<file path="src/verilog/rtc_host_defs.svh">
`ifndef RTC_HOST_DEFS_SVH
`define RTC_HOST_DEFS_SVH

// ----------------------------------------
// Bus addresses and word pointer limits
// ----------------------------------------
`define CTRL_SPACE_ID 7'h6f
`define SRAM_SPACE_ID 7'h57
`define DIR_READ 1'b1
`define DIR_WRITE 1'b0
`define CTRL_SPACE_LAST 8'h2f
`define SRAM_SPACE_LAST 8'h7f
`define POINTER_RESET 8'h00
`define BYTE_BITS 4'd8
`define ACK_LEVEL 1'b0

// ----------------------------------------
// Serial clock timing
// ----------------------------------------
`define CLK_PERIOD_NS 20
`define LINK_PERIOD_NS 2500
`define QUARTER_CYCLES ((`LINK_PERIOD_NS / 4) / `CLK_PERIOD_NS)

`endif

</file>
<file path="src/verilog/rtc_host_pkg.sv">
package rtc_host_pkg;

    // Commands accepted from the user side.
    typedef enum logic [1:0] {
        cmd_write,
        cmd_read_random,
        cmd_read_current
    } cmd_t;

    // Controller sequence states.
    typedef enum logic [3:0] {
        st_idle,
        st_start,
        st_send,
        st_send_ack,
        st_recv,
        st_recv_ack,
        st_restart,
        st_stop,
        st_done
    } state_t;

endpackage

</file>
<file path="src/verilog/bit_phase_timer.sv">
`include "rtc_host_defs.svh"

// ----------------------------------------
// Quarter period tick generator
// ----------------------------------------
module bit_phase_timer import rtc_host_pkg::*; #(
    parameter int QUARTER = `QUARTER_CYCLES
) (
    // Clock and reset.
    input wire logic clk,
    input wire logic reset,
    // Run control and tick.
    input wire logic run,
    output logic tick
);

    initial begin
        if (QUARTER < 2) $error("QUARTER must be at least 2");
    end

    logic [15:0] cnt_q;
    logic [15:0] cnt_d;
    wire at_end = (cnt_q == 16'(QUARTER - 1));

    assign cnt_d = (!run || at_end) ? 16'h0000 : cnt_q + 16'h0001;
    assign tick = run && at_end;

    // Counter restarts while idle so every phase is full length.
    always_ff @(posedge clk or posedge reset) begin
        if (reset) begin
            cnt_q <= 16'h0000;
        end else begin
            cnt_q <= cnt_d;
        end
    end

endmodule // bit_phase_timer

</file>
<file path="src/verilog/rtc_i2c_host.sv">
// Overview of operation
// - Every byte is shifted most significant bit first.
// - Data changes only while clock is low, except start and stop.
// - Each transaction ends with stop, returning the device to standby.
// - Transmitter releases data after eight bits; receiver pulls low on ninth.
// - Host acknowledges each read byte while it wants more.
// - Address bit zero selects direction: one read, zero write.
// - One word address byte follows, else the device counter is used.
// - Random read uses the same device address in both phases.
// - Write is start, address, word address, one data, stop.
// - Random read: start, address write, word, restart, address read.
// - Device sends while host acknowledges; host stops after last byte.
`include "rtc_host_defs.svh"

module rtc_i2c_host import rtc_host_pkg::*; #(
    parameter int MAX_READ = 256
) (
    // Clock and reset.
    input wire logic clk,
    input wire logic reset,
    // User command port.
    input wire logic cmd_valid,
    output logic cmd_ready,
    input wire cmd_t cmd_op,
    input wire logic cmd_sram,
    input wire logic [7:0] cmd_word,
    input wire logic [7:0] cmd_data,
    input wire logic [8:0] cmd_count,
    // User read data and completion.
    output logic rd_valid,
    output logic [7:0] rd_data,
    output logic done,
    output logic nack_err,
    output logic busy,
    // Serial clock pin (open drain).
    input wire logic scl_i,
    output logic scl_o,
    output logic scl_oe,
    // Serial data pin (open drain).
    input wire logic sda_i,
    output logic sda_o,
    output logic sda_oe
);

    initial begin
        if (MAX_READ < 1 || MAX_READ > 256) $error("MAX_READ must be 1 to 256");
    end

    // ----------------------------------------
    // Pin synchronisers
    // ----------------------------------------
    logic [1:0] sda_sync_q;
    logic [1:0] scl_sync_q;

    // Two stages before any logic reads the pins.
    always_ff @(posedge clk or posedge reset) begin
        if (reset) begin
            sda_sync_q <= 2'h3;
            scl_sync_q <= 2'h3;
        end else begin
            sda_sync_q <= {sda_sync_q[0], sda_i};
            scl_sync_q <= {scl_sync_q[0], scl_i};
        end
    end

    wire sda_in = sda_sync_q[1];
    wire scl_in = scl_sync_q[1];

    // ----------------------------------------
    // Registers
    // ----------------------------------------
    state_t state_q, state_d;
    cmd_t op_q;
    logic [1:0] phase_q;
    logic [3:0] bit_q;
    logic [7:0] shift_q;
    logic [1:0] byte_idx_q;
    logic [8:0] left_q;
    logic sram_q, reading_q;
    logic [7:0] word_q, data_q;
    logic scl_low_q, sda_low_q, ack_q;
    logic rd_valid_q, done_q, nack_q;
    logic [7:0] rd_data_q;

    wire tick;

    bit_phase_timer #(
        .QUARTER(`QUARTER_CYCLES)
    ) u_timer (
        .clk(clk),
        .reset(reset),
        .run(state_q != st_idle),
        .tick(tick)
    );

    // ----------------------------------------
    // Decode
    // ----------------------------------------
    wire [6:0] dev_id = sram_q ? `SRAM_SPACE_ID : `CTRL_SPACE_ID;
    wire [7:0] addr_w = {dev_id, `DIR_WRITE};
    wire [7:0] addr_r = {dev_id, `DIR_READ};
    wire last_phase = (phase_q == 2'd3);
    wire bit_end = tick && last_phase;
    wire last_bit = (bit_q == `BYTE_BITS - 4'd1);
    wire scl_held = !scl_low_q && !scl_in;                                        // Released but held low by the far end.
    wire ack_seen = (ack_q == `ACK_LEVEL);                                       // Level taken mid high.
    wire more_wanted = (left_q > 9'd1);
    wire read_next = (op_q == cmd_read_current && byte_idx_q == 2'd0) ||
                     (op_q == cmd_read_random && byte_idx_q == 2'd2);             // Data follows this ack.

    // Byte order of each transfer: write sends three, reads send one or three.
    wire [7:0] next_byte = (byte_idx_q == 2'd0) ? addr_w :
                           (byte_idx_q == 2'd1) ? word_q : data_q;
    assign cmd_ready = (state_q == st_idle);
    wire accept = cmd_valid && cmd_ready;

    // ----------------------------------------
    // Next state
    // ----------------------------------------
    always_comb begin
        state_d = state_q;
        case (state_q)
            st_idle: begin
                if (accept) state_d = st_start;
            end
            st_start: begin
                if (bit_end) state_d = st_send;
            end
            st_send: begin
                if (bit_end && last_bit) state_d = st_send_ack;
            end
            st_send_ack: begin
                if (bit_end) begin
                    if (!ack_seen) state_d = st_stop;                              // Abort on refusal.
                    else if (reading_q || read_next) state_d = st_recv;
                    else if (op_q == cmd_read_random && byte_idx_q == 2'd1) state_d = st_restart;
                    else if (byte_idx_q == 2'd2) state_d = st_stop;
                    else state_d = st_send;
                end
            end
            st_recv: begin
                if (bit_end && last_bit) state_d = st_recv_ack;
            end
            st_recv_ack: begin
                if (bit_end) state_d = more_wanted ? st_recv : st_stop;
            end
            st_restart: begin
                if (bit_end) state_d = st_send;
            end
            st_stop: begin
                if (bit_end) state_d = st_done;
            end
            st_done: state_d = st_idle;
            default: state_d = st_idle;
        endcase
    end

    // ----------------------------------------
    // Sequencing
    // ----------------------------------------
    always_ff @(posedge clk or posedge reset) begin
        if (reset) begin
            state_q <= st_idle;
        end else if (!(scl_held && tick)) begin
            state_q <= state_d;
        end
    end

    // Phase counter: each bit is four quarters, clock high in quarters 1 and 2, except start (quarters 0 to 2) and stop (quarters 1 to 3).
    always_ff @(posedge clk or posedge reset) begin
        if (reset) begin
            phase_q <= 2'd0;
        end else if (state_q == st_idle) begin
            phase_q <= 2'd0;
        end else if (tick && !scl_held) begin
            phase_q <= phase_q + 2'd1;
        end
    end

    // Command capture.
    always_ff @(posedge clk or posedge reset) begin
        if (reset) begin
            op_q <= cmd_write;
            sram_q <= 1'b0;
            word_q <= `POINTER_RESET;
            data_q <= 8'h00;
        end else if (accept) begin
            op_q <= cmd_op;
            sram_q <= cmd_sram;
            word_q <= cmd_word;
            data_q <= cmd_data;
        end
    end

    // Bit and byte bookkeeping, shift register MSB first.
    always_ff @(posedge clk or posedge reset) begin
        if (reset) begin
            bit_q <= 4'd0;
            shift_q <= 8'h00;
            byte_idx_q <= 2'd0;
            reading_q <= 1'b0;
            left_q <= 9'd0;
        end else if (accept) begin
            byte_idx_q <= 2'd0;
            reading_q <= 1'b0;
            left_q <= (cmd_count == 9'd0) ? 9'd1 : cmd_count;
            shift_q <= (cmd_op == cmd_read_current) ? {cmd_sram ? `SRAM_SPACE_ID : `CTRL_SPACE_ID, `DIR_READ}
                                                    : {cmd_sram ? `SRAM_SPACE_ID : `CTRL_SPACE_ID, `DIR_WRITE};
            bit_q <= 4'd0;
        end else if (bit_end && !scl_held) begin
            case (state_q)
                st_start, st_restart: bit_q <= 4'd0;
                st_send: begin
                    bit_q <= bit_q + 4'd1;
                    shift_q <= {shift_q[6:0], 1'b0};
                end
                st_recv: begin
                    bit_q <= last_bit ? 4'd0 : bit_q + 4'd1;
                end
                st_send_ack: begin
                    bit_q <= 4'd0;
                    if (op_q == cmd_read_current && byte_idx_q == 2'd0) reading_q <= 1'b1;
                    if (op_q == cmd_read_random && byte_idx_q == 2'd1) begin
                        shift_q <= addr_r;
                        byte_idx_q <= 2'd2;
                    end else if (op_q == cmd_read_random && byte_idx_q == 2'd2) begin
                        reading_q <= 1'b1;
                    end else begin
                        byte_idx_q <= byte_idx_q + 2'd1;
                        shift_q <= (byte_idx_q == 2'd0) ? word_q : data_q;
                    end
                end
                st_recv_ack: left_q <= left_q - 9'd1;
                default: bit_q <= bit_q;
            endcase
        end else if (state_q == st_recv && tick && phase_q == 2'd1) begin
            shift_q <= {shift_q[6:0], sda_in};                                   // Sample mid high.
        end
    end

    // ----------------------------------------
    // Pin drive
    // ----------------------------------------
    // Line levels per state and quarter; data changes happen in quarter 0 (clock low), start and stop edges in quarter 2.
    logic scl_low_d, sda_low_d;
    always_comb begin
        scl_low_d = (phase_q == 2'd0) || (phase_q == 2'd3);
        sda_low_d = 1'b0;
        case (state_q)
            st_idle: begin
                scl_low_d = 1'b0;
                sda_low_d = 1'b0;
            end
            st_start: begin
                scl_low_d = (phase_q == 2'd3);
                sda_low_d = (phase_q >= 2'd2);                                   // Falls while clock high.
            end
            st_restart: begin
                scl_low_d = (phase_q == 2'd0) || (phase_q == 2'd3);
                sda_low_d = (phase_q >= 2'd2);
            end
            st_send: sda_low_d = !shift_q[7];
            st_send_ack: sda_low_d = 1'b0;                                       // Release for device ack.
            st_recv: sda_low_d = 1'b0;
            st_recv_ack: sda_low_d = more_wanted;
            st_stop: begin
                scl_low_d = (phase_q == 2'd0);
                sda_low_d = (phase_q <= 2'd1);                                   // Rises while clock high.
            end
            st_done: begin
                scl_low_d = 1'b0;
                sda_low_d = 1'b0;
            end
            default: begin
                scl_low_d = 1'b0;
                sda_low_d = 1'b0;
            end
        endcase
    end

    always_ff @(posedge clk or posedge reset) begin
        if (reset) begin
            scl_low_q <= 1'b0;
            sda_low_q <= 1'b0;
        end else begin
            scl_low_q <= scl_low_d;
            sda_low_q <= sda_low_d;
        end
    end

    assign scl_o = 1'b0;
    assign scl_oe = scl_low_q;
    assign sda_o = 1'b0;
    assign sda_oe = sda_low_q;

    // ----------------------------------------
    // User results
    // ----------------------------------------
    always_ff @(posedge clk or posedge reset) begin
        if (reset) begin
            rd_valid_q <= 1'b0;
            rd_data_q <= 8'h00;
            done_q <= 1'b0;
            nack_q <= 1'b0;
            ack_q <= 1'b1;
        end else begin
            rd_valid_q <= (state_q == st_recv) && bit_end && last_bit;
            if ((state_q == st_recv) && bit_end && last_bit) rd_data_q <= shift_q;
            done_q <= (state_q == st_done);
            if (accept) nack_q <= 1'b0;
            else if (state_q == st_send_ack && bit_end && !ack_seen) nack_q <= 1'b1;
            if (state_q == st_send_ack && tick && phase_q == 2'd1) ack_q <= sda_in;    // Sample mid high.
        end
    end

    assign rd_valid = rd_valid_q;
    assign rd_data = rd_data_q;
    assign done = done_q;
    assign nack_err = nack_q;
    assign busy = !cmd_ready;

endmodule // rtc_i2c_host

</file>
<file path="config.mk">
export PLATFORM = sky130hd
export DESIGN_NAME = rtc_i2c_host
export DESIGN_NICKNAME = d
export VERILOG_FILES = /design/src/verilog/rtc_host_pkg.sv /design/src/verilog/bit_phase_timer.sv /design/src/verilog/rtc_i2c_host.sv
export VERILOG_INCLUDE_DIRS = /design/src /design/src/verilog
export SDC_FILE = /design/constraint.sdc
export NUM_CORES = 1
export LEC_CHECK = 0
export ABC_CLOCK_PERIOD_IN_PS = 3000
export BUFFER_PORTS_ARGS = -buffer_cell sky130_fd_sc_hd__buf_2
export CAP_MARGIN = 20
export CORE_ASPECT_RATIO = 0.9
export CORE_UTILIZATION = 53
export DETAILED_ROUTE_END_ITERATION = 6
export GPL_TIMING_DRIVEN = 0
export PLACE_DENSITY_LB_ADDON = 0.3
export SLEW_MARGIN = 30
export SYNTH_ARGS = -nofsm -noshare
export SYNTH_HDL_FRONTEND = slang
export SYNTH_SLANG_ARGS = --single-unit
</file>
<file path="constraint.sdc">
create_clock -name clk -period 3 [get_ports clk]
set_input_delay 0.9 -clock clk [delete_from_list [all_inputs] [get_ports clk]]
set_output_delay 0.9 -clock clk [all_outputs]
set_load 0.1 [all_outputs]
</file>
# == Word level (Yosys, flattened, before mapping) ==
# Index checks and enable logic that the tools add are counted.
# totals
register_bits,83
latch_bits,0
ramBits,0
romBits,0
inputBits,33
output_inout_bits,17
elab_cells,156
memories,0
# classes
n_addsub,5
n_mul,0
div,0
order_cmp,3
n_eq_ne,27
shift,0
mux,49
bitwise,1
reduce_logical,50
# op_table
operator,count
8-bit 2-to-1 mux,6
4-bit 2-to-1 mux,10
9-bit 2-to-1 mux,4
4-bit case mux with 7 select lines,1
4-bit by 3-bit equality test with 1-bit output (second input constant),5
1-bit logical AND,19
16-bit by 1-bit adder with 16-bit output (second input constant),1
16-bit by 5-bit equality test with 1-bit output (second input constant),1
16-bit 2-to-1 mux,1
2-bit 2-to-1 mux,8
8-bit case mux with 2 select lines,1
3-bit 2-to-1 mux,4
6-bit 2-to-1 mux,2
4-bit case mux with 3 select lines,1
2-bit != test (second input constant),5
2-bit nonzero test,5
9-bit by 1-bit > comparator with 1-bit output (second input constant),1
9-bit logical NOT,1
1-bit 2-to-1 mux,9
9-bit by 1-bit subtractor with 9-bit output (second input constant),1
2-bit equality test (second input constant),4
4-bit by 2-bit equality test with 1-bit output (second input constant),2
8-bit AND reduction,1
4-bit nonzero test,2
24 further kinds,40

# == Depth between registers and ports, before layout ==
# Gate-level depths: netlist of the first run.
# depth
ltp_word,8
mapped_depth,8
ltp_nobuf,7

# == Modules after synthesis ==
# A second synthesis of the first run with hierarchy kept.
# hier_totals
hier_cells,452
hier_area_um2,4374.2
# modules_own_cells
module,instances,cells_per_inst,area_each_um2
rtc_i2c_host,1,371,3553.4
bit_phase_timer,1,81,820.8

# == Least setup slack after synthesis of the first run ==
# Ideal clock, no wire load.
# synth_timing
path_type,register -> register
startpoint,register state_q[0]
endpoint,register state_q[0]
setup_ns,0.125
arrival_ns,3.629
path_slack_ns,-0.753
stages_incl_launch_ff,6
period_less_slack_ns,3.753
path_cell_list,dfrtp_1 nor4_4 inv_1 nand2_2 a32o_1 mux2_2
# synth_between
word_cells_on_any_way,25
classes_between,eq/ne: 14; mux: 1; bitwise: 1; reduce/logical: 9
# synth_rtl
item,line,rtl
from (decl),rtc_i2c_host.sv:72,"state_t state_q, state_d;"
from (signal assigned),rtc_i2c_host.sv:163,state_q <= st_idle;
from (signal assigned),rtc_i2c_host.sv:165,state_q <= state_d;
4-bit logical NOT (*),rtc_i2c_host.sv:114,assign cmd_ready = (state_q == st_idle);
net cmd_ready,rtc_i2c_host.sv:23,"output logic cmd_ready,"
1-bit logical AND,rtc_i2c_host.sv:115,wire accept = cmd_valid && cmd_ready;
2-bit by 1-bit != test with 1-bit output (no source line),-,
8-bit AND reduction (no source line),-,
# The timed path passes the listed nets; every way through them passes the cells marked *.
# A chain may end at the register's enable or synchronous reset.

# == Final worst setup path of the first run ==
# layout_timing
startpoint,register state_q[1]
endpoint,output busy
# layout_between
elab_chain_len,2
# layout_lines
item,line,rtl
4-bit logical NOT,rtc_i2c_host.sv:114,
1-bit logical NOT,rtc_i2c_host.sv:320,assign busy = !cmd_ready;
to (decl),rtc_i2c_host.sv:34,"output logic busy,"
# No other way between the ends.

==> results of run 1 <==
==> registers in the layout, summed over array words and instances (netlist names), 4 cells and up <==
signal / count
bit_q: 4
rd_data: 8
state_q: 4
data_q: 8
left_q: 9
word_q: 8
u_timer.cnt_q: 16
shift_q: 8
==> cell families after synthesis <==
group,count (synthesis),synth area share
simple gates,201,0.241
fa+ha+maj,12,0.0332
compound gates,86,0.124
flops,83,0.461
xor+xnor,21,0.0407
other cells,1,0.000830
mux,24,0.0587
buf+inv,40,0.0405
==> per-stage QoR <==
step,std cells,worst slack (ps),setup TNS (ps)
final,634,80.2,0
after global routing,634,33.5,0
after CTS,634,119,0
after detailed placement,618,554,0
after global placement,615,575,0
after floorplan,469,-700,-13270
==> cells in the final DEF (no fill, tap or decap), types with 3 or more instances in the layout <==
cell	count
a211oi_1	6
a21oi_1	19
a22oi_1	3
and3b_1	4
buf_16	3
buf_2	52
buf_4	3
clkbuf_1	14
clkbuf_8	10
clkinvlp_4	3
dfrtp_1	78
dfstp_2	5
ha_1	12
inv_1	17
mux2_2	18
mux2i_1	4
nand2_1	71
nand2_2	3
nand3_1	19
nand4_1	7
nor2_1	35
nor2b_1	8
nor3_1	10
nor4_1	4
nor4_4	4
o211ai_1	12
o21ai_0	23
o21ai_1	5
or3_1	4
xnor2_1	12
xor2_1	9
==> layout make-up <==
type	instances	share of cell area
Clock inverter	4	0.0143
Timing Repair Buffer	50	0.0607
Clock buffer	12	0.0277
Multi-Input combinational cell	346	0.440
Buffer	22	0.0220
Sequential cell	83	0.398
Inverter	18	0.0136
Tap cell	99	0.0237
==> power by group through the flow <==
stage               logic [mW]  registers, mW  clock network (mW)
floorplan               0.0375           1.15                   0
global placement        0.0677           1.15                   0
detailed placement      0.0828           1.15                   0
CTS                     0.0829           1.12               0.907
global route            0.0897           1.12               0.961
finish                  0.0808           1.12               0.883
==> cell usage after synthesis, drive strengths merged (10+ instances only) <==
| cell | instances | area, sq um |
|---|---|---|
| inv | 18 | 67.6 |
| nand3 | 20 | 105 |
| o211ai | 12 | 90.1 |
| nor2 | 36 | 138 |
| nor3 | 12 | 60.1 |
| ha | 12 | 150 |
| dfrtp | 78 | 1950 |
| mux2 | 20 | 225 |
| xnor2 | 12 | 105 |
| o21ai | 28 | 140 |
| nand2 | 75 | 292 |
| a21oi | 19 | 95.1 |
| clkbuf | 12 | 45.0 |
| buf | 10 | 70.1 |
==> path summary, 6_finish.rpt <==
kind / from / endpoint / depth (start not counted)
max: state_q[1] / busy / 3
min: scl_sync_q[0] / scl_sync_q[1] / 0
max reg2reg: u_timer.cnt_q[0] / rd_data[2] / 6
min reg2reg: scl_sync_q[0] / scl_sync_q[1] / 0
max in group asynchronous: reset / scl_sync_q[1] / 4
min in group asynchronous: reset / word_q[7] / 2
==> critical path, cell delays in order (launching register included) <==
cell and delay (ps):
dfrtp_1 450, nor4_4 600, inv_1 240, buf_2 360
==> layer usage <==
layer | wire length [um] | vias to the layer above | share of wire
met2 | 4760 | 92 | 0.47
met4 | 198 | 0 | 0.020
met3 | 435 | 19 | 0.043
li1 | - | 1767 | -
met1 | 4620 | 1747 | 0.46
met5 | 0 | - | 0
==> flow_metrics.env, run 1 <==
export IMPL_status="completed"
export IMPL_final_util=0.643
export IMPL_num_vias=3625
export IMPL_period_needed_ps=2920
export IMPL_grt_max_degree=23
export IMPL_h_tree_depth=3
export IMPL_grt_pass1_vias=3474
export IMPL_rows=31
export IMPL_vias_per_cell=5.72
export IMPL_finalPower_mw=2.09
export IMPL_synth_ff_type="dfrtp_1"
export IMPL_fin_crit_sh=0.973
export IMPL_p_sw_mw=0.443
export IMPL_post_cts_buffers=0
export IMPL_synth_distinct_cells=65
export IMPL_clock_power_share=0.423
export IMPL_dieArea_sq_um=8890
export IMPL_die_y_um=89.6
export IMPL_cts_sinks=83
export IMPL_initial_core_util=0.554
export IMPL_power_frac_seq=0.538
export IMPL_path_max_fanout=8
export IMPL_place_area_sq_um=5020
export IMPL_p_sw_frac=0.212
export IMPL_slew_headroom=0.432
export IMPL_gp_congestion=0.895
export IMPL_clk_path_buf_depth=2
export IMPL_core_area_sq_um=8150
export IMPL_wl_per_cell_um=15.8
export IMPL_postCtsHoldBufs=0
export IMPL_met2_usage=0.395
export IMPL_r2r_slack_ps=580
export IMPL_clkTransAtPathRegs_ps=80
export IMPL_ys_warn_count=0
export IMPL_whs_ps=363
export IMPL_setup_viol=0
export IMPL_cts_resized=0
export IMPL_overflow=0
export IMPL_clk_latency_ps=380
export IMPL_synth_seq_cells=83
export IMPL_io_pins=50
export IMPL_hp_class="register to register"
export IMPL_crit_arrival_ps=2020
export IMPL_worst_slew_pin_slew_ps=844
export IMPL_start_kind="register"
export IMPL_ys_seq_area_frac=0.461
export IMPL_drive_above_1_share=0.241
export IMPL_power_leakage_nw=2.42
export IMPL_ir_worst_vdd_uv=405
export IMPL_drc=0
export IMPL_area_growth_syn_to_layout_pct=16.0
export IMPL_n_fill_cell=681
export IMPL_dp_hpwl_um=7460
export IMPL_finalHoldViolCount=0
export IMPL_crit_type="register to primary output"
export IMPL_grt_pass1_wl_um=16500
export IMPL_dr_first_iter_drc_count=129
export IMPL_cts_tree="built"
export IMPL_p_per_area_nw_per_um2=399
export IMPL_multiInputGateArea_sq_um=2300
export IMPL_grt_usage=0.243
export IMPL_syn_avg_cell_area_sq_um=9.65
export IMPL_ant_nets=0
export IMPL_async_reset_ff_frac=1.00
export IMPL_num_antenna_cells=0
export IMPL_dr_pass1_iters=4
export IMPL_p_int_mw=1.65
export IMPL_required_ps=2100
export IMPL_cts_buffers=9
export IMPL_met3_usage=0.0618
export IMPL_maxCapViolations=0
export IMPL_synthCells=468
export IMPL_layout_area_seq_sq_um=2080
export IMPL_met1_usage=0.315
export IMPL_rsz0062_at_grt="false"
export IMPL_maxClockFrequency_ghz=0.342
export IMPL_fp_dieW_um=99.3
export IMPL_grt_busiest_layer="met2"
export IMPL_fin_area_sq_um=5240
export IMPL_root_buffer="clkbuf_8"
export IMPL_syn_cell_area_sq_um=4520
export IMPL_finClkSkew_ps=12.4
export IMPL_grt_antenna_before_repair=0
export IMPL_port_buffers=47
export IMPL_comb_power_share=0.039
export IMPL_nNetsFinal=575
export IMPL_synth_edf_count=0
export IMPL_drv_slew=0
export IMPL_crit_path_end_kind="primary output"
export IMPL_drt_total_wl_um=10000
Power figures use the tool's default switching activity.
==> run 2, diff against run 1 <==
CORE_MARGIN = 2   (was not set)
MAX_ROUTING_LAYER = met4   (was not set)
==> run 2 against run 1 <==
Compared with the run above: count of clock-buffer cells in the layout down 2; sequential share of layout area up 0.13 points; cell count unchanged; cell area down 0.33%; routed wire length up 1.6%; hold slack worse by 4.6 ps; flip-flop and latch count unchanged; critical path depth unchanged; sequential power about the same; largest cell class unchanged; highest routed layer unchanged.
==> flow_metrics.env, run 2 (synthesized netlist as in run 1, its figures left out) <==
export IMPL_port_buffers=47
export IMPL_crit_buf_inv=2
export IMPL_maxClockFrequency_ghz=0.350
export IMPL_io_pins=50
export IMPL_worstReg2RegEnd="bit_q[2]"
export IMPL_pre_cts_ws_ps=547
export IMPL_required_ps=2100
export IMPL_ir_worst_vdd_uv=238
export IMPL_die_y_um=91.6
export IMPL_clkTransAtPathRegs_ps=80
export IMPL_grt_antenna_before_repair=0
export IMPL_slew_headroom=0.484
export IMPL_gp_congestion=0.938
export IMPL_reg_top3="u_timer.cnt_q: 16 flops, left_q: 9 flops"
export IMPL_fin_crit_sh=0.951
export IMPL_maxCapViolations=0
export IMPL_dp_hpwl_um=7520
export IMPL_ant_nets=0
export IMPL_critPathSlowestCell="nor4_4"
export IMPL_crit_arrival_ps=1950
export IMPL_dp_cells=618
export IMPL_cts_sinks=83
export IMPL_slowest_delay_ps=580
export IMPL_fp_dieW_um=101
export IMPL_path_max_fanout=8
export IMPL_dr_first_iter_drc_count=152
export IMPL_cts_tree="built"
export IMPL_area_growth_syn_to_layout_pct=15.6
export IMPL_largest_register_ffs=16
export IMPL_drt_total_wl_um=10200
export IMPL_finalHoldViolCount=0
export IMPL_setup_viol=0
export IMPL_rows=31
export IMPL_crit_family="simple AND/OR/NAND/NOR gates"
export IMPL_mostFrequentLayoutCells="dfrtp_1 (78), nand2_1 (71), buf_2 (52)"
export IMPL_drc=0
export IMPL_regMostFlops="u_timer.cnt_q"
export IMPL_wl_per_cell_um=16.0
export IMPL_p_per_area_nw_per_um2=399
export IMPL_crit_path_end_kind="primary output"
export IMPL_initial_core_util=0.554
export IMPL_cts_buffers=9
export IMPL_grt_pass1_vias=3576
export IMPL_root_buffer="clkbuf_8"
export IMPL_num_vias=3663
export IMPL_postCtsHoldBufs=0
export IMPL_rsz0062_at_grt="false"
export IMPL_layout_commonest_cell="dfrtp_1"
export IMPL_worst_slew_pin_slew_ps=767
export IMPL_crit_start="state_q[1]"
export IMPL_status="completed"
export IMPL_num_antenna_cells=0
export IMPL_fin_cells=634
export IMPL_start_kind="register"
export IMPL_cp_endpoint="busy"
export IMPL_path_cells="nor4_4 -> inv_1 -> buf_2"
export IMPL_crit_type="register to primary output"
export IMPL_vias_per_cell=5.78
export IMPL_hp_class="register to register"
export IMPL_tns_ps=0
export IMPL_r2r_slack_ps=560
export IMPL_nNetsFinal=575
export IMPL_fin_ws_ps=146
export IMPL_r2r_cells=7
export IMPL_period_needed_ps=2850
export IMPL_clk_path_buf_depth=2
export IMPL_cts_resized=0
export IMPL_drive_above_1_share=0.243
export IMPL_overflow=0
export IMPL_final_util=0.641
export IMPL_finClkSkew_ps=14.3
export IMPL_finalPower_mw=2.08
export IMPL_r2r_start="u_timer.cnt_q[0]"
export IMPL_dieArea_sq_um=9280
export IMPL_grt_usage=0.237
export IMPL_dr_pass1_iters=4
export IMPL_clk_latency_ps=360
export IMPL_fin_area_sq_um=5220
export IMPL_place_area_sq_um=5000
export IMPL_n_fill_cell=652
export IMPL_power_leakage_nw=2.42
export IMPL_grt_pass1_wl_um=16900
export IMPL_whs_ps=359
export IMPL_h_tree_depth=3
export IMPL_drv_slew=0
export IMPL_worst_path_stages=3
export IMPL_post_cts_buffers=0
export IMPL_grt_max_degree=30
export IMPL_core_area_sq_um=8150
[run 2: changes by cell type in the layout (fill, tap and decap cells not counted), sizes merged]
cell / before / now
clkbuf: 24 / 22
inv: 17 / 18
clkinvlp: 3 / 2
clkinv: 0 / 2
[run 2: how the worst min path moves through the flow]
stage | start | end | slack (ps) | cells after the start
2_1_floorplan | scl_sync_q[0] | scl_sync_q[1] | 350 | 0
3_3_place_gp | sda_sync_q[0] | sda_sync_q[1] | 350 | 0
3_5_place_dp | sda_sync_q[0] | sda_sync_q[1] | 350 | 0
4_1_cts | sda_sync_q[0] | sda_sync_q[1] | 360 | 0
5_1_grt | sda_sync_q[0] | sda_sync_q[1] | 360 | 0
6_report | sda_sync_q[0] | sda_sync_q[1] | 360 | 0
[run 2: layout make-up]
cell class                      count  area [sq um]  share of cell area
Buffer                             22           115              0.0221
Clock buffer                       10           128              0.0245
Clock inverter                      6          90.1              0.0173
Inverter                           18          71.3              0.0137
Multi-Input combinational cell    346          2300               0.442
Sequential cell                    83          2080               0.399
Tap cell                           99           124              0.0237
Timing Repair Buffer               50           303              0.0580
[run 2: per-layer routing]
metal  global-route usage  routed length, um  vias up
met5                    -                  0        -
met4               0.0980                171        0
met3               0.0446                579       15
met2                0.357               4740      121
met1                0.316               4680     1760
li1                     -                  -     1767
[run 2: power by group]
group	switching, mW	leakage [nW]	internal (mW)
Sequential	0.00118	1.05	1.12
Clock	0.407	0.107	0.472
Combinational	0.0493	1.26	0.0292
Total	0.457	2.42	1.62
[run 2: worst reg2reg max path: stages (launching register included)]
cell and delay, ps:
dfrtp_1 440, inv_1 80, ha_1 140, nor4b_4 390, nand4_2 410, o31ai_4 490, o21ai_1 120, a22o_1 250
==> run 3, diff against run 2 <==
ABC_AREA = 1   (was not set)
==> run 3 against run 2 <==
Compared with the run above: via count grew 10%; sequential share of layout area decreased by 0.84 points; first-iteration DRC count grew 14%; register-to-register slack improved by 420 ps; core utilization shrank 1.6 points; clock skew shrank 2.0 ps; critical path depth rose by 1; routed wire length is 1.2% higher; cell count up 26%; hold slack improved by 0.65 ps; count of clock-buffer cells in the layout did not move.
==> flow_metrics.env, run 3 <==
export IMPL_finalPower_mw=4.71
export IMPL_synth_ff_type="dfrtp_1"
export IMPL_ys_seq_area_frac=0.451
export IMPL_crit_start="state_q[0]"
export IMPL_whs_ps=359
export IMPL_num_antenna_cells=0
export IMPL_initial_core_util=0.541
export IMPL_multiInputGateArea_sq_um=2200
export IMPL_die_y_um=92.5
export IMPL_r2r_start="byte_idx_q[0]"
export IMPL_ys_warn_count=0
export IMPL_synth_area_top_cells="dfrtp_1 (42%), nand2_1 (17%), nor2_1 (5.6%), nand3_1 (5.3%), inv_1 (5.0%)"
export IMPL_grt_pass1_vias=3778
export IMPL_clkTransAtPathRegs_ps=90
export IMPL_postCtsHoldBufs=0
export IMPL_syn_cell_area_sq_um=4620
export IMPL_gp_congestion=0.938
export IMPL_synth_area_leader_cell="dfrtp_1"
export IMPL_dp_hpwl_um=7780
export IMPL_layout_area_seq_sq_um=2080
export IMPL_synth_edf_count=0
export IMPL_synthCells=610
export IMPL_cts_tree="built"
export IMPL_ant_nets=0
export IMPL_root_buffer="clkbuf_8"
export IMPL_grt_max_degree=31
export IMPL_period_needed_ps=2650
export IMPL_required_ps=2100
export IMPL_status="completed"
export IMPL_cts_buffers=9
export IMPL_synth_commonest_cells="nand2_1 (203), dfrtp_1 (78), nor2_1 (69)"
export IMPL_start_kind="register"
export IMPL_vias_per_cell=5.06
export IMPL_layout_commonest_cell="nand2_1"
export IMPL_rsz0062_at_grt="false"
export IMPL_nNetsFinal=717
export IMPL_fin_crit_sh=0.885
export IMPL_io_pins=50
export IMPL_clk_latency_ps=360
export IMPL_maxClockFrequency_ghz=0.377
export IMPL_dr_first_iter_drc_count=173
export IMPL_wl_per_cell_um=12.9
export IMPL_met3_usage=0.0460
export IMPL_setup_viol=0
export IMPL_final_util=0.625
export IMPL_yosysMostFrequentCell="nand2_1"
export IMPL_power_leakage_nw=2.76
export IMPL_ir_worst_vdd_uv=334
export IMPL_met2_usage=0.362
export IMPL_clk_path_buf_depth=2
export IMPL_drt_total_wl_um=10300
export IMPL_reg_top3="u_timer.cnt_q: 16 flops, left_q: 9 flops"
export IMPL_dieArea_sq_um=9470
export IMPL_min_from="sda_sync_q[0]"
export IMPL_fin_area_sq_um=5330
export IMPL_cts_resized=0
export IMPL_n_fill_cell=731
export IMPL_synth_seq_cells=83
export IMPL_rows=32
export IMPL_h_tree_depth=3
export IMPL_syn_avg_cell_area_sq_um=7.57
export IMPL_area_growth_syn_to_layout_pct=15.5
export IMPL_drc=0
export IMPL_grt_antenna_before_repair=0
export IMPL_drv_slew=0
export IMPL_synth_distinct_cells=45
export IMPL_regMostFlops="u_timer.cnt_q"
export IMPL_p_per_area_nw_per_um2=884
export IMPL_cts_sinks=83
export IMPL_synth_top_area_share=0.423
export IMPL_largest_register_ffs=16
export IMPL_grt_busiest_layer="met2"
export IMPL_port_buffers=47
export IMPL_hp_class="register to register"
export IMPL_grt_usage=0.239
export IMPL_crit_arrival_ps=1750
export IMPL_tns_ps=0
export IMPL_mostFrequentLayoutCells="nand2_1 (203), dfrtp_1 (78), nor2_1 (69)"
export IMPL_finalHoldViolCount=0
export IMPL_place_area_sq_um=5080
export IMPL_post_cts_buffers=0
export IMPL_met1_usage=0.327
export IMPL_core_area_sq_um=8530
export IMPL_crit_path_end_kind="primary output"
export IMPL_num_vias=4028
export IMPL_fp_dieW_um=102
export IMPL_dr_pass1_iters=6
export IMPL_grt_pass1_wl_um=17300
export IMPL_async_reset_ff_frac=1.00
export IMPL_maxCapViolations=0
export IMPL_finClkSkew_ps=12.3
export IMPL_drive_above_1_share=0.168
export IMPL_crit_type="register to primary output"
export IMPL_path_max_fanout=8
export IMPL_overflow=0
## run 3: changes by cell type after synthesis, sizes merged, moves of 9 or more
| cell | before | now |
|---|---|---|
| nor2 | 36 | 81 |
| clkbuf | 12 | 3 |
| mux2 | 20 | 0 |
| a21oi | 19 | 10 |
| nand3 | 20 | 52 |
| nand2 | 75 | 207 |
| inv | 18 | 65 |
| xnor2 | 12 | 2 |
## run 3: area by class of cell
class,instances,area share
Multi-Input combinational cell,448,0.414
Sequential cell,83,0.391
Timing Repair Buffer,50,0.0582
Inverter,65,0.0465
Tap cell,119,0.0279
Clock buffer,10,0.0258
Clock inverter,6,0.0209
Buffer,15,0.0164
## run 3: cell families after synthesis
kind of cell,count (synthesis),share of synthesized area
simple gates,372,0.358
flops,83,0.451
buf+inv,80,0.0718
compound gates,55,0.0721
fa+ha+maj,12,0.0325
xor+xnor,7,0.0133
other cells,1,0.000812
## run 3: power by group
part / total [mW] / internal [mW] / switching (mW)
Sequential: 1.69 / 1.43 / 0.262
Clock: 0.997 / 0.577 / 0.420
Combinational: 2.03 / 0.638 / 1.39
## run 3: metrics by stage
stage / cells / worst slack, ps
final: 796 / 346
after global routing: 796 / 274
after CTS: 796 / 343
after detailed placement: 780 / 760
after global placement: 777 / 600
after floorplan: 611 / 503
## run 3: layer usage
layer	vias to the layer above	routed length, um	share of wire
met5	-	0	0
met4	0	149	0.014
met3	16	537	0.052
met2	119	4770	0.46
met1	1842	4840	0.47
li1	2051	-	-
## run 3: final timing paths
kind / to / slack [ps] / cells past startpoint
worst max-delay path: cmd_ready / 350 / 4
worst min-delay path: sda_sync_q[1] / 360 / 0
worst max register to register: state_q[2] / 980 / 11
worst min register to register: sda_sync_q[1] / 360 / 0
max in group asynchronous: scl_sync_q[1] / 1780 / 4
min in group asynchronous: left_q[2] / 540 / 2
## run 3: critical path, stage by stage (launching register included)
cell and delay [ps]:
dfrtp_1 490, nor2_4 230, nand2_4 130, inv_1 110
buf_2 430
